$ cat src/rtl/wwds_pkg.sv
// constants shared by the window watchdog supervisor
package wwds_pkg;
	// reference clock
	localparam real CLK_HZ = 25000000.0;
	// timings as printed
	localparam real SHORT_TIMEOUT_S = 0.25;
	localparam real LONG_TIMEOUT_S = 2.5;
	localparam real POR_DELAY_MS = 25.0;
	localparam real CAP_STEP_PF = 15.55;
	localparam real CAP_BASE_MS = 6.25;
	// default external capacitor for the third timeout setting
	localparam real CAP_DEFAULT_PF = 1000.0;
	// window ratios, ratio-select high
	localparam real RATIO_HI_SHORT = 124.9;
	localparam real RATIO_HI_LONG = 127.7;
	localparam real RATIO_HI_CAP = 64.5;
	// window ratios, ratio-select low
	localparam real RATIO_LO_SHORT = 31.8;
	localparam real RATIO_LO_LONG = 32.0;
	localparam real RATIO_LO_CAP = 25.8;
	// derived cycle counts; timeouts are longest times, so round down
	localparam int unsigned SHORT_TIMEOUT_CYC = int'($floor(SHORT_TIMEOUT_S * CLK_HZ));
	localparam int unsigned LONG_TIMEOUT_CYC = int'($floor(LONG_TIMEOUT_S * CLK_HZ));
	localparam int unsigned CAP_TIMEOUT_CYC =
		int'($floor((CAP_DEFAULT_PF / CAP_STEP_PF + 1.0) * CAP_BASE_MS * CLK_HZ / 1000.0));
	localparam int unsigned POR_DELAY_CYC = int'($ceil(POR_DELAY_MS * CLK_HZ / 1000.0));
	// cycles the strap synchronisers need before their outputs are valid:
	// three stages plus the agree stage, plus one to read the settled copy
	localparam int unsigned SYNC_SETTLE_CYC = 5;
	// counter width
	localparam int unsigned CNT_W = 32;
	// timeout-select strap encoding
	localparam logic [1:0] TSEL_LOW = 2'h0;
	localparam logic [1:0] TSEL_HIGH = 2'h1;
	localparam logic [1:0] TSEL_CAP = 2'h2;
	// violation cause encoding
	localparam logic [1:0] CAUSE_NONE = 2'h0;
	localparam logic [1:0] CAUSE_TIMEOUT = 2'h1;
	localparam logic [1:0] CAUSE_EARLY = 2'h2;
	// watchdog states
	typedef enum logic [1:0] {
		ST_BOOT,
		ST_RUN,
		ST_HOLD
	} wwds_state_t;
endpackage

$ cat src/rtl/wwds_sync.sv
// three-stage pin synchroniser that accepts a change once stages two and three agree
`timescale 1ns/1ps
`default_nettype none
module wwds_sync #(
	parameter int unsigned WIDTH = 1
) (
	// clock and reset
	input wire logic clk,
	input wire logic rst_n,
	// pins and their clean copy
	input wire logic [WIDTH-1:0] din,
	output logic [WIDTH-1:0] dout
);
	logic [WIDTH-1:0] stage1;
	logic [WIDTH-1:0] stage2;
	logic [WIDTH-1:0] stage3;
	logic [WIDTH-1:0] next_dout;

	if (WIDTH < 1) begin : g_chk
		$error("wwds_sync: WIDTH must be at least 1");
	end

	always_comb begin
		for (int i = 0; i < WIDTH; i++) begin
			next_dout[i] = (stage2[i] == stage3[i]) ? stage3[i] : dout[i];
		end
	end

	always_ff @(posedge clk or negedge rst_n) begin
		if (!rst_n) begin
			stage1 <= '0;
			stage2 <= '0;
			stage3 <= '0;
			dout <= '0;
		end else begin
			stage1 <= din;
			stage2 <= stage1;
			stage3 <= stage2;
			dout <= next_dout;
		end
	end
endmodule
`default_nettype wire

$ cat src/rtl/wwds_top.sv
// window watchdog supervisor: trigger window checking and reset generation
//
// Overview of operation
// timeout strap low gives 0.25 s, high gives 2.5 s, third code uses capacitor.
// ratio strap high: lower bound is timeout over 124.9, 127.7 or 64.5.
// ratio strap low: lower bound is timeout over 31.8, 32 or 25.8.
// after reset release the first window checks only the upper timeout.
// first rising trigger edge after release arms lower-bound checking.
// processor puts every later rising edge inside the window.
// processor should retrigger between worst-case lower bound and upper timeout.
// edges in the tolerance bands may or may not be flagged.
// capacitor timeout is (C/15.55 pF + 1) x 6.25 ms, lower bound by ratio.
// rising trigger edges are taken on the next internal clock cycle; the code acts on them five cycles after the pin rises, behind the synchroniser.
// reset asserts on missing trigger by timeout or early trigger when armed.
// processor should vary trigger timing and not use a periodic prescaler.
// each rising trigger edge restarts all watchdog timers.
// after violation hold reset for the delay, then restart unarmed.
// strap inputs are sampled once and held constant while running.
`timescale 1ns/1ps
`default_nettype none
module wwds_top #(
	parameter int unsigned SHORT_TIMEOUT_CYC = wwds_pkg::SHORT_TIMEOUT_CYC,
	parameter int unsigned LONG_TIMEOUT_CYC = wwds_pkg::LONG_TIMEOUT_CYC,
	parameter int unsigned CAP_TIMEOUT_CYC = wwds_pkg::CAP_TIMEOUT_CYC,
	parameter int unsigned POR_DELAY_CYC = wwds_pkg::POR_DELAY_CYC
) (
	// clock and reset
	input wire logic ref_clk,
	input wire logic rst_n,
	// strap pins
	input wire logic [1:0] timeoutSelect,
	input wire logic ratioSelect,
	// trigger pin from the supervised processor
	input wire logic triggerInput,
	// open-drain reset pin
	input wire logic resetPinIn,
	output logic resetPinOut,
	output logic resetPinOe,
	// status
	output logic checkArmed,
	output logic [1:0] violationCause
);
	localparam int unsigned CW = wwds_pkg::CNT_W;

	// lower bounds are least times, so round up and keep at least one cycle
	function automatic int unsigned lowBound(input int unsigned tmo, input real ratio);
		int unsigned b;
		b = int'($ceil($itor(tmo) / ratio));
		return (b < 1) ? 1 : b;
	endfunction

	localparam logic [CW-1:0] TMO_SHORT = CW'(SHORT_TIMEOUT_CYC);
	localparam logic [CW-1:0] TMO_LONG = CW'(LONG_TIMEOUT_CYC);
	localparam logic [CW-1:0] TMO_CAP = CW'(CAP_TIMEOUT_CYC);
	localparam logic [CW-1:0] LB_HI_SHORT = CW'(lowBound(SHORT_TIMEOUT_CYC, wwds_pkg::RATIO_HI_SHORT));
	localparam logic [CW-1:0] LB_HI_LONG = CW'(lowBound(LONG_TIMEOUT_CYC, wwds_pkg::RATIO_HI_LONG));
	localparam logic [CW-1:0] LB_HI_CAP = CW'(lowBound(CAP_TIMEOUT_CYC, wwds_pkg::RATIO_HI_CAP));
	localparam logic [CW-1:0] LB_LO_SHORT = CW'(lowBound(SHORT_TIMEOUT_CYC, wwds_pkg::RATIO_LO_SHORT));
	localparam logic [CW-1:0] LB_LO_LONG = CW'(lowBound(LONG_TIMEOUT_CYC, wwds_pkg::RATIO_LO_LONG));
	localparam logic [CW-1:0] LB_LO_CAP = CW'(lowBound(CAP_TIMEOUT_CYC, wwds_pkg::RATIO_LO_CAP));
	localparam logic [CW-1:0] POR_LAST = CW'(POR_DELAY_CYC - 1);
	localparam logic [CW-1:0] SETTLE_LAST = CW'(wwds_pkg::SYNC_SETTLE_CYC - 1);

	if (SHORT_TIMEOUT_CYC < 2 || LONG_TIMEOUT_CYC < 2 || CAP_TIMEOUT_CYC < 2) begin : g_chk_tmo
		$error("wwds_top: timeouts must be at least two cycles");
	end
	if (POR_DELAY_CYC < 1) begin : g_chk_por
		$error("wwds_top: reset hold must be at least one cycle");
	end

	// synchronised pins
	logic [3:0] syncPins;
	logic trigSync;
	logic [1:0] tselSync;
	logic rselSync;

	// watchdog state
	wwds_pkg::wwds_state_t state;
	wwds_pkg::wwds_state_t next_state;
	logic [CW-1:0] cnt;
	logic [CW-1:0] next_cnt;
	logic [1:0] cfgTsel;
	logic [1:0] next_cfgTsel;
	logic cfgRsel;
	logic next_cfgRsel;
	logic armed;
	logic next_armed;
	logic trigPrev;
	logic next_trigPrev;
	logic [1:0] cause;
	logic [1:0] next_cause;
	logic oe;
	logic next_oe;

	// selected window
	logic [CW-1:0] tmoLimit;
	logic [CW-1:0] lowLimit;
	logic trigRise;

	wwds_sync #(
		.WIDTH(4)
	) u_sync (
		.clk(ref_clk),
		.rst_n(rst_n),
		.din({timeoutSelect, ratioSelect, triggerInput}),
		.dout(syncPins)
	);

	assign tselSync = syncPins[3:2];
	assign rselSync = syncPins[1];
	assign trigSync = syncPins[0];
	// edge seen on the clean copy, one cycle after it settles
	assign trigRise = trigSync & ~trigPrev;

	// window limits from the latched straps
	always_comb begin
		unique case (cfgTsel)
			wwds_pkg::TSEL_LOW: begin
				tmoLimit = TMO_SHORT;
				lowLimit = cfgRsel ? LB_HI_SHORT : LB_LO_SHORT;
			end
			wwds_pkg::TSEL_HIGH: begin
				tmoLimit = TMO_LONG;
				lowLimit = cfgRsel ? LB_HI_LONG : LB_LO_LONG;
			end
			default: begin
				tmoLimit = TMO_CAP;
				lowLimit = cfgRsel ? LB_HI_CAP : LB_LO_CAP;
			end
		endcase
	end

	// sequencing of boot, window checking and reset hold
	always_comb begin
		next_state = state;
		next_cnt = cnt;
		next_cfgTsel = cfgTsel;
		next_cfgRsel = cfgRsel;
		next_armed = armed;
		next_cause = cause;
		next_trigPrev = trigSync;
		unique case (state)
			wwds_pkg::ST_BOOT: begin
				next_armed = 1'b0;
				if (cnt == SETTLE_LAST) begin
					// straps taken once, held for the whole run
					next_cfgTsel = (tselSync == wwds_pkg::TSEL_LOW || tselSync == wwds_pkg::TSEL_HIGH)
						? tselSync : wwds_pkg::TSEL_CAP;
					next_cfgRsel = rselSync;
					next_cnt = '0;
					next_state = wwds_pkg::ST_RUN;
				end else begin
					next_cnt = cnt + CW'(1);
				end
			end
			wwds_pkg::ST_RUN: begin
				if (trigRise && armed && cnt < lowLimit) begin
					next_cause = wwds_pkg::CAUSE_EARLY;
					next_armed = 1'b0;
					next_cnt = '0;
					next_state = wwds_pkg::ST_HOLD;
				end else if (trigRise) begin
					next_cnt = '0;
					next_armed = 1'b1;
				end else if (cnt == tmoLimit - CW'(1)) begin
					next_cause = wwds_pkg::CAUSE_TIMEOUT;
					next_armed = 1'b0;
					next_cnt = '0;
					next_state = wwds_pkg::ST_HOLD;
				end else begin
					next_cnt = cnt + CW'(1);
				end
			end
			wwds_pkg::ST_HOLD: begin
				next_armed = 1'b0;
				if (cnt == POR_LAST) begin
					next_cnt = '0;
					next_state = wwds_pkg::ST_BOOT;
				end else begin
					next_cnt = cnt + CW'(1);
				end
			end
		endcase
		// reset asserted everywhere but in the running window
		next_oe = (next_state != wwds_pkg::ST_RUN);
	end

	always_ff @(posedge ref_clk or negedge rst_n) begin
		if (!rst_n) begin
			state <= wwds_pkg::ST_BOOT;
			cnt <= '0;
			cfgTsel <= wwds_pkg::TSEL_LOW;
			cfgRsel <= 1'b0;
			armed <= 1'b0;
			trigPrev <= 1'b0;
			cause <= wwds_pkg::CAUSE_NONE;
			oe <= 1'b1;
		end else begin
			state <= next_state;
			cnt <= next_cnt;
			cfgTsel <= next_cfgTsel;
			cfgRsel <= next_cfgRsel;
			armed <= next_armed;
			trigPrev <= next_trigPrev;
			cause <= next_cause;
			oe <= next_oe;
		end
	end

	// open-drain: only ever pulls low; the pin's read-back is not needed
	assign resetPinOut = 1'b0;
	assign resetPinOe = oe;
	assign checkArmed = armed;
	assign violationCause = cause;

	logic unusedPinIn;
	assign unusedPinIn = resetPinIn;
endmodule
`default_nettype wire

$ cat config.mk
export PLATFORM = sky130hd
export DESIGN_NAME = wwds_top
export DESIGN_NICKNAME = d
export VERILOG_FILES = /design/src/rtl/wwds_pkg.sv /design/src/rtl/wwds_sync.sv /design/src/rtl/wwds_top.sv
export SDC_FILE = /design/constraint.sdc
export NUM_CORES = 1
export LEC_CHECK = 0
export BUFFER_PORTS_ARGS = -buffer_cell sky130_fd_sc_hd__buf_2
export CAP_MARGIN = 20
export CORE_MARGIN = 1
export CORE_UTILIZATION = 35
export DETAILED_ROUTE_END_ITERATION = 10
export PLACE_DENSITY_LB_ADDON = 0.05
export RECOVER_POWER = 100
export SYNTH_ARGS = -nofsm -noshare
export SYNTH_HDL_FRONTEND = slang
export SYNTH_SLANG_ARGS = --single-unit
export TNS_END_PERCENT = 10
$ cat constraint.sdc
create_clock -name ref_clk -period 4.3 [get_ports ref_clk]
set_input_delay 0.86 -clock ref_clk [delete_from_list [all_inputs] [get_ports ref_clk]]
set_output_delay 0.86 -clock ref_clk [all_outputs]
set_load 0.03 [all_outputs]
# ---- Word level (Yosys, flattened, before mapping)
# Cells that the tools add are included.
dict set report classes {
  reduce_logical 10
  add_sub_neg 2
  magnitude_cmp 1
  eq_ne 14
  bitwise 2
  n_mux 25
}
# cell n
set op_table {}
lappend op_table {{$mux W32} 5}
lappend op_table {{$pmux W32 S3} 1}
lappend op_table {{$pmux W26 S2} 1}
lappend op_table {{$pmux W21 S2} 1}
lappend op_table {{$add A32 B1 Y32 const B} 1}
lappend op_table {{$eq A32 B20 Y1 const B} 1}
lappend op_table {{$eq A32 B3 Y1 const B} 1}
lappend op_table {{$eq A32 B32 Y1} 1}
lappend op_table {{$lt A32 B32 Y1} 1}
lappend op_table {{$sub A32 B1 Y32 const B} 1}
lappend op_table {{$mux W21} 1}
lappend op_table {{$mux W19} 1}
lappend op_table {{$mux W18} 1}
lappend op_table {{$mux W2} 9}
lappend op_table {{$eq A2 B1 Y1 const B} 3}
lappend op_table {{$logic_not A2 Y1} 3}
lappend op_table {{$pmux W2 S3} 1}
lappend op_table {{$eq A1 B1 Y1} 4}
lappend op_table {{$ne A2 B1 Y1 const B} 2}
lappend op_table {{$ne A4 B4 Y1 const B} 1}
lappend op_table {{$mux W1} 3}
lappend op_table {{$reduce_and A3 Y1} 1}
lappend op_table {{$eq A2 B2 Y1 const B} 1}
lappend op_table {{$logic_and A1 B1 Y1} 2}
lappend op_table {{7 further kinds} 7}
dict set report word_totals {
  wordCells 69
  output_inout_bits 5
  regBits 58
}

# ---- Depth between registers and ports, before layout
dict set report depth {
  depth_word 9
  ltp_mapped 11
  ltp_nobuf 11
}

# ---- Hierarchy
# Synthesis repeated with hierarchy kept, for this count alone.
dict set report unflattened {
  cells_unflattened 359
  area_unflattened_um2 3392.0
}
# module seq_area_each_um2 cells_per_inst n_inst area_each_um2
set modules_own_cells {}
lappend modules_own_cells {wwds_top 1052.3 339 1 2946.6}
lappend modules_own_cells {wwds_sync 400.4 20 1 445.4}

# ---- Least setup slack after synthesis
# No wires, ideal clock.
dict set report synth_timing {
  path_type {register to register}
  start {register cfgTsel[1]}
  end {register cnt[18]}
  setup_ns 0.119
  path_slack_ns 1.732
  stages_incl_launch_ff 11
  path_buffers 2
  period_less_slack_ns 2.568
  arrival_time_ns 2.449
  t_required_ns 4.181
  path_cell_list {dfrtp_1 clkbuf_1 inv_1 ha_1 nand4b_1 or4b_1 nor3_1 a31oi_1 o22ai_4 buf_6 nor2_1}
}
dict set report synth_via {
  elab_chain_cells 8
  word_cells_on_any_way 12
}
# element line_no
set synth_rtl {}
lappend synth_rtl {{start, declared} wwds_top.sv:82} ;# logic [1:0] cfgTsel;
lappend synth_rtl {{start signal, assigned} wwds_top.sv:192} ;# cfgTsel <= wwds_pkg::TSEL_LOW;
lappend synth_rtl {{start signal, assigned} wwds_top.sv:201} ;# cfgTsel <= next_cfgTsel;
lappend synth_rtl {{$eq A2 B1 Y1 / $logic_not A2 Y1 (equally long branches)} wwds_top.sv:117} ;# unique case (cfgTsel)
lappend synth_rtl {{$pmux W26 S2} wwds_top.sv:117}
lappend synth_rtl {{$sub A32 B1 Y32} wwds_top.sv:165} ;# end else if (cnt == tmoLimit - CW'(1)) begin
lappend synth_rtl {{$eq A32 B32 Y1} wwds_top.sv:165}
lappend synth_rtl {{$mux W32} wwds_top.sv:165}
lappend synth_rtl {{$mux W32} wwds_top.sv:162} ;# end else if (trigRise) begin
lappend synth_rtl {{$mux W32 (*)} wwds_top.sv:157} ;# if (trigRise && armed && cnt < lowLimit) begin
lappend synth_rtl {{$pmux W32 S3 (*)} wwds_top.sv:142} ;# unique case (state)
lappend synth_rtl {{named net next_cnt[18]} wwds_top.sv:81} ;# logic [CW-1:0] next_cnt;
lappend synth_rtl {{end signal, assigned} wwds_top.sv:200} ;# cnt <= next_cnt;
lappend synth_rtl {{end, declared} wwds_top.sv:80} ;# logic [CW-1:0] cnt;
# Mark *: on every way through the listed nets, which the timed path passes. The rest lies on a longest branch.
# A chain may end at the register's enable or synchronous reset.

# ---- Final worst setup path
dict set report layout_timing {
  start {register cfgTsel[1]}
  end {register cnt[7]}
}
# The elaborated chain is that of the path after synthesis.

==> flow_metrics.env <==
export IMPL_synth_most_common_cell="dfrtp_1"
export IMPL_critPathKind="flop to flop"
export IMPL_ys_async_sr_fraction_pct=100.0
export IMPL_fp_dieH_um=100.2
export IMPL_cap_viol_max_count=1
export IMPL_grt_pass1_vias=2487
export IMPL_antenna_found_initial=0
export IMPL_outcome="complete, but fails checks"
export IMPL_cp_slowest_cell="dfrtp_1"
export IMPL_slew_headroom_pct=-38.83
export IMPL_hp_start="u_sync.stage1[0]"
export IMPL_min_to="u_sync.stage2[0]"
export IMPL_die_x_um=100.2
export IMPL_reg2reg_slack_ps=760
export IMPL_nFillCells=947
export IMPL_cts_resized=0
export IMPL_drc=0
export IMPL_dieArea_sq_mm=0.01004
export IMPL_dp_cells=485
export IMPL_pre_cts_ws_ps=1069
export IMPL_fin_crit_ps=3539
export IMPL_clockRootBuffer="clkbuf_8"
export IMPL_grt_max_degree=38
export IMPL_avgSynthCellArea_sq_um=9.377
export IMPL_clock_latency_ps=340
export IMPL_path_cells="inv_1, ha_1, nand4b_1, or4b_1, nor3_1, a31oi_1, o22ai_4, clkbuf_2, nor2_1"
export IMPL_core_area_sq_mm=0.009284
export IMPL_cts_tree="built"
export IMPL_rsz0062_at_grt="false"
export IMPL_min_path_type="flop to flop"
export IMPL_r2r_end="cnt[7]"
export IMPL_synth_area_leaders="dfrtp_1, ha_1, nor2_1"
export IMPL_p_leak_nw=1.615
export IMPL_r2r_start="cfgTsel[1]"
export IMPL_regArea_sq_mm=0.001453
export IMPL_place_area_sq_mm=0.003513
export IMPL_wl_met3_um=177
export IMPL_multi_input_area_sq_mm=0.001783
export IMPL_setup_violations=0
export IMPL_hold_buffers=0
export IMPL_io_pins=12
export IMPL_dp_hpwl_um=5769
export IMPL_met1_length_um=4247
export IMPL_yosysTopAreaCellShare_pct=42.25
export IMPL_cts_made_buffers=9
export IMPL_critPathArrivalTime_ps=3730
export IMPL_violations="capacitance limit, slew limit"
export IMPL_rows=35
export IMPL_crit_path_max_fanout=32
export IMPL_num_vias=2608
export IMPL_layout_setup_ws_ps=761.0
export IMPL_gr_total_overflow=0
export IMPL_hold_viol_final=0
export IMPL_initialDrtViolationCount=131
export IMPL_numPortBuffers=9
export IMPL_syn_instance_count=360
export IMPL_htree_levels=3
export IMPL_highest_layer="met4"
export IMPL_area_delta_synth_final_pct=10.27
export IMPL_cp_required_ps=4490
export IMPL_critPathLaunchType="flop"
export IMPL_wl_met2_um=3549
export IMPL_clock_sinks=58
export IMPL_netlist_cell_type_count=54
export IMPL_layout_nets=399
export IMPL_post_drt_wl_per_cell_um=16.02
export IMPL_syn_area_sq_mm=0.003376
export IMPL_yosys_top_cells_count="dfrtp_1, nor2_1, nand2_1"
export IMPL_synth_nets=392
export IMPL_synth_edf_count=0
export IMPL_setup_tns_ps=0
export IMPL_initial_utilization_pct=36.36
export IMPL_antenna_cells=0
export IMPL_synth_flop_cell="dfrtp_1"
export IMPL_drive_above_1_share_pct=7.527
export IMPL_fin_skew_ps=7.879
export IMPL_grt_total_usage_pct=17.82
export IMPL_endpoint_kind="flop"
export IMPL_ant_nets=0
export IMPL_timing_worst_slew_pin_value_ps=2082
export IMPL_drtPass1Iterations=4
export IMPL_finalNonFillerCells=501
export IMPL_synth_seq_cells=58
export IMPL_timing_final_crit_share_pct=82.30
export IMPL_grt_pass1_wl_um=13560
export IMPL_cts_setup_buffers=0
export IMPL_routed_wirelength_um=8025
export IMPL_reg2regPathDepth=9
export IMPL_ys_warnings_count=0
export IMPL_place_congestion=0.8070
export IMPL_critPathMaxStageDelay_ps=640
export IMPL_p_per_area_mw_per_mm2=546.7
export IMPL_fmax_mhz=282.6
export IMPL_report_final_slew_viol_count=38
export IMPL_synth_seq_area_share_pct=43.03
export IMPL_irDropWorstVdd_mv=0.2713
export IMPL_cts_clk_slew_worst_paths_ps=80
export IMPL_clk_path_buf_depth=2
export IMPL_holdPathStages=0
export IMPL_fin_area_sq_mm=0.003722
export IMPL_yosysTopAreaCell="dfrtp_1"
export IMPL_via_per_inst=5.206
export IMPL_fin_util_pct=40.09
[worst max path at each step]
stage | from | end | slack, ps | depth (start not counted)
after CTS | cfgTsel[1] | cnt[22] | 1040 | 9
after global routing | cfgTsel[1] | cnt[7] | 500 | 9
final | cfgTsel[1] | cnt[7] | 760 | 9
after global placement | cfgTsel[1] | cnt[15] | 1060 | 9
after detailed placement | cfgTsel[1] | cnt[22] | 1070 | 9
after floorplan | cfgTsel[1] | cnt[18] | 1730 | 10
[stage by stage]
step | total power (W) | hold WS (ps)
final | 0.002035 | 354.4
after floorplan | 0.001307 | 331.2
after global placement | 0.001476 | 334.8
after global routing | 0.002195 | 360.6
after detailed placement | 0.001476 | 338.5
after CTS | 0.002072 | 357.8
[flip-flops by register name, indices dropped and copies added (netlist names), 2 cells and up]
signal and flops:
violationCause 2, cnt 32, cfgTsel 2, u_sync.stage2 4
u_sync.dout 4, u_sync.stage1 4, state 2, u_sync.stage3 4
[where the power goes]
part / internal, W / switching (W) / total [W] / leakage (nW)
sequential: 0.000612 / 0.000100 / 0.000712 / 0.755
combinational: 0.000270 / 0.000470 / 0.000740 / 0.754
clock: 0.000331 / 0.000252 / 0.000583 / 0.106
[layer usage]
layer,GRT usage [%],vias up
met3,3.760,5
met2,26.71,29
li1,-,1287
met4,4.013,0
met5,0,-
met1,26.25,1287
[cells in the final DEF, fill, tap and decap left out, types with 2 or more instances in the layout]
master      count
and2_1          2
bufinv_16       2
or2_2           2
ha_1           25
a31oi_1         2
inv_1          13
and3_1         10
xor2_1         19
dfrtp_1        57
nand2b_1        5
maj3_1          4
nor4b_1         2
a211oi_1        2
nand3b_1        2
nand4_1        19
buf_2           4
o211ai_1        2
or3_1           2
nand2_1        26
and4_1          6
nor3_1          7
clkinvlp_4      2
clkbuf_8        9
inv_6           2
a21oi_1        15
clkbuf_1        7
o21ai_0        10
xnor2_1        10
nor2_1         54
nor2b_1         5
o31ai_1         2
nor4_1          3
nand3_1        16
[worst max-delay path: cells and delay by family, from the launching register on]
family / cells / cell delay [ps]
AO/OA/AOI/OAI: 2 / 400
adder cells (fa/ha/maj): 1 / 350
buffers and inverters: 2 / 840
flip-flops: 1 / 640
AND/OR/NAND/NOR: 4 / 1130
[cells by family (layout without fill, tap and decap cells)]
logic type	Yosys count	after routing	share of synthesized area (%)
simple gates	166	166	25.02
flops	58	58	43.03
compound gates	47	47	9.378
fa+ha+maj	29	29	10.45
xor+xnor	29	29	7.524
buf+inv	29	41	4.151
other cells	1	1	0.1111
mux	1	1	0.3336
[area by class of cell]
class,instances,area share (%)
Clock buffer,9,3.328
Clock inverter,7,2.723
Inverter,13,1.311
Multi-Input combinational cell,273,47.90
Sequential cell,58,39.03
Tap cell,129,4.336
Timing Repair Buffer,12,1.378
(Power assumes the default switching activity.)
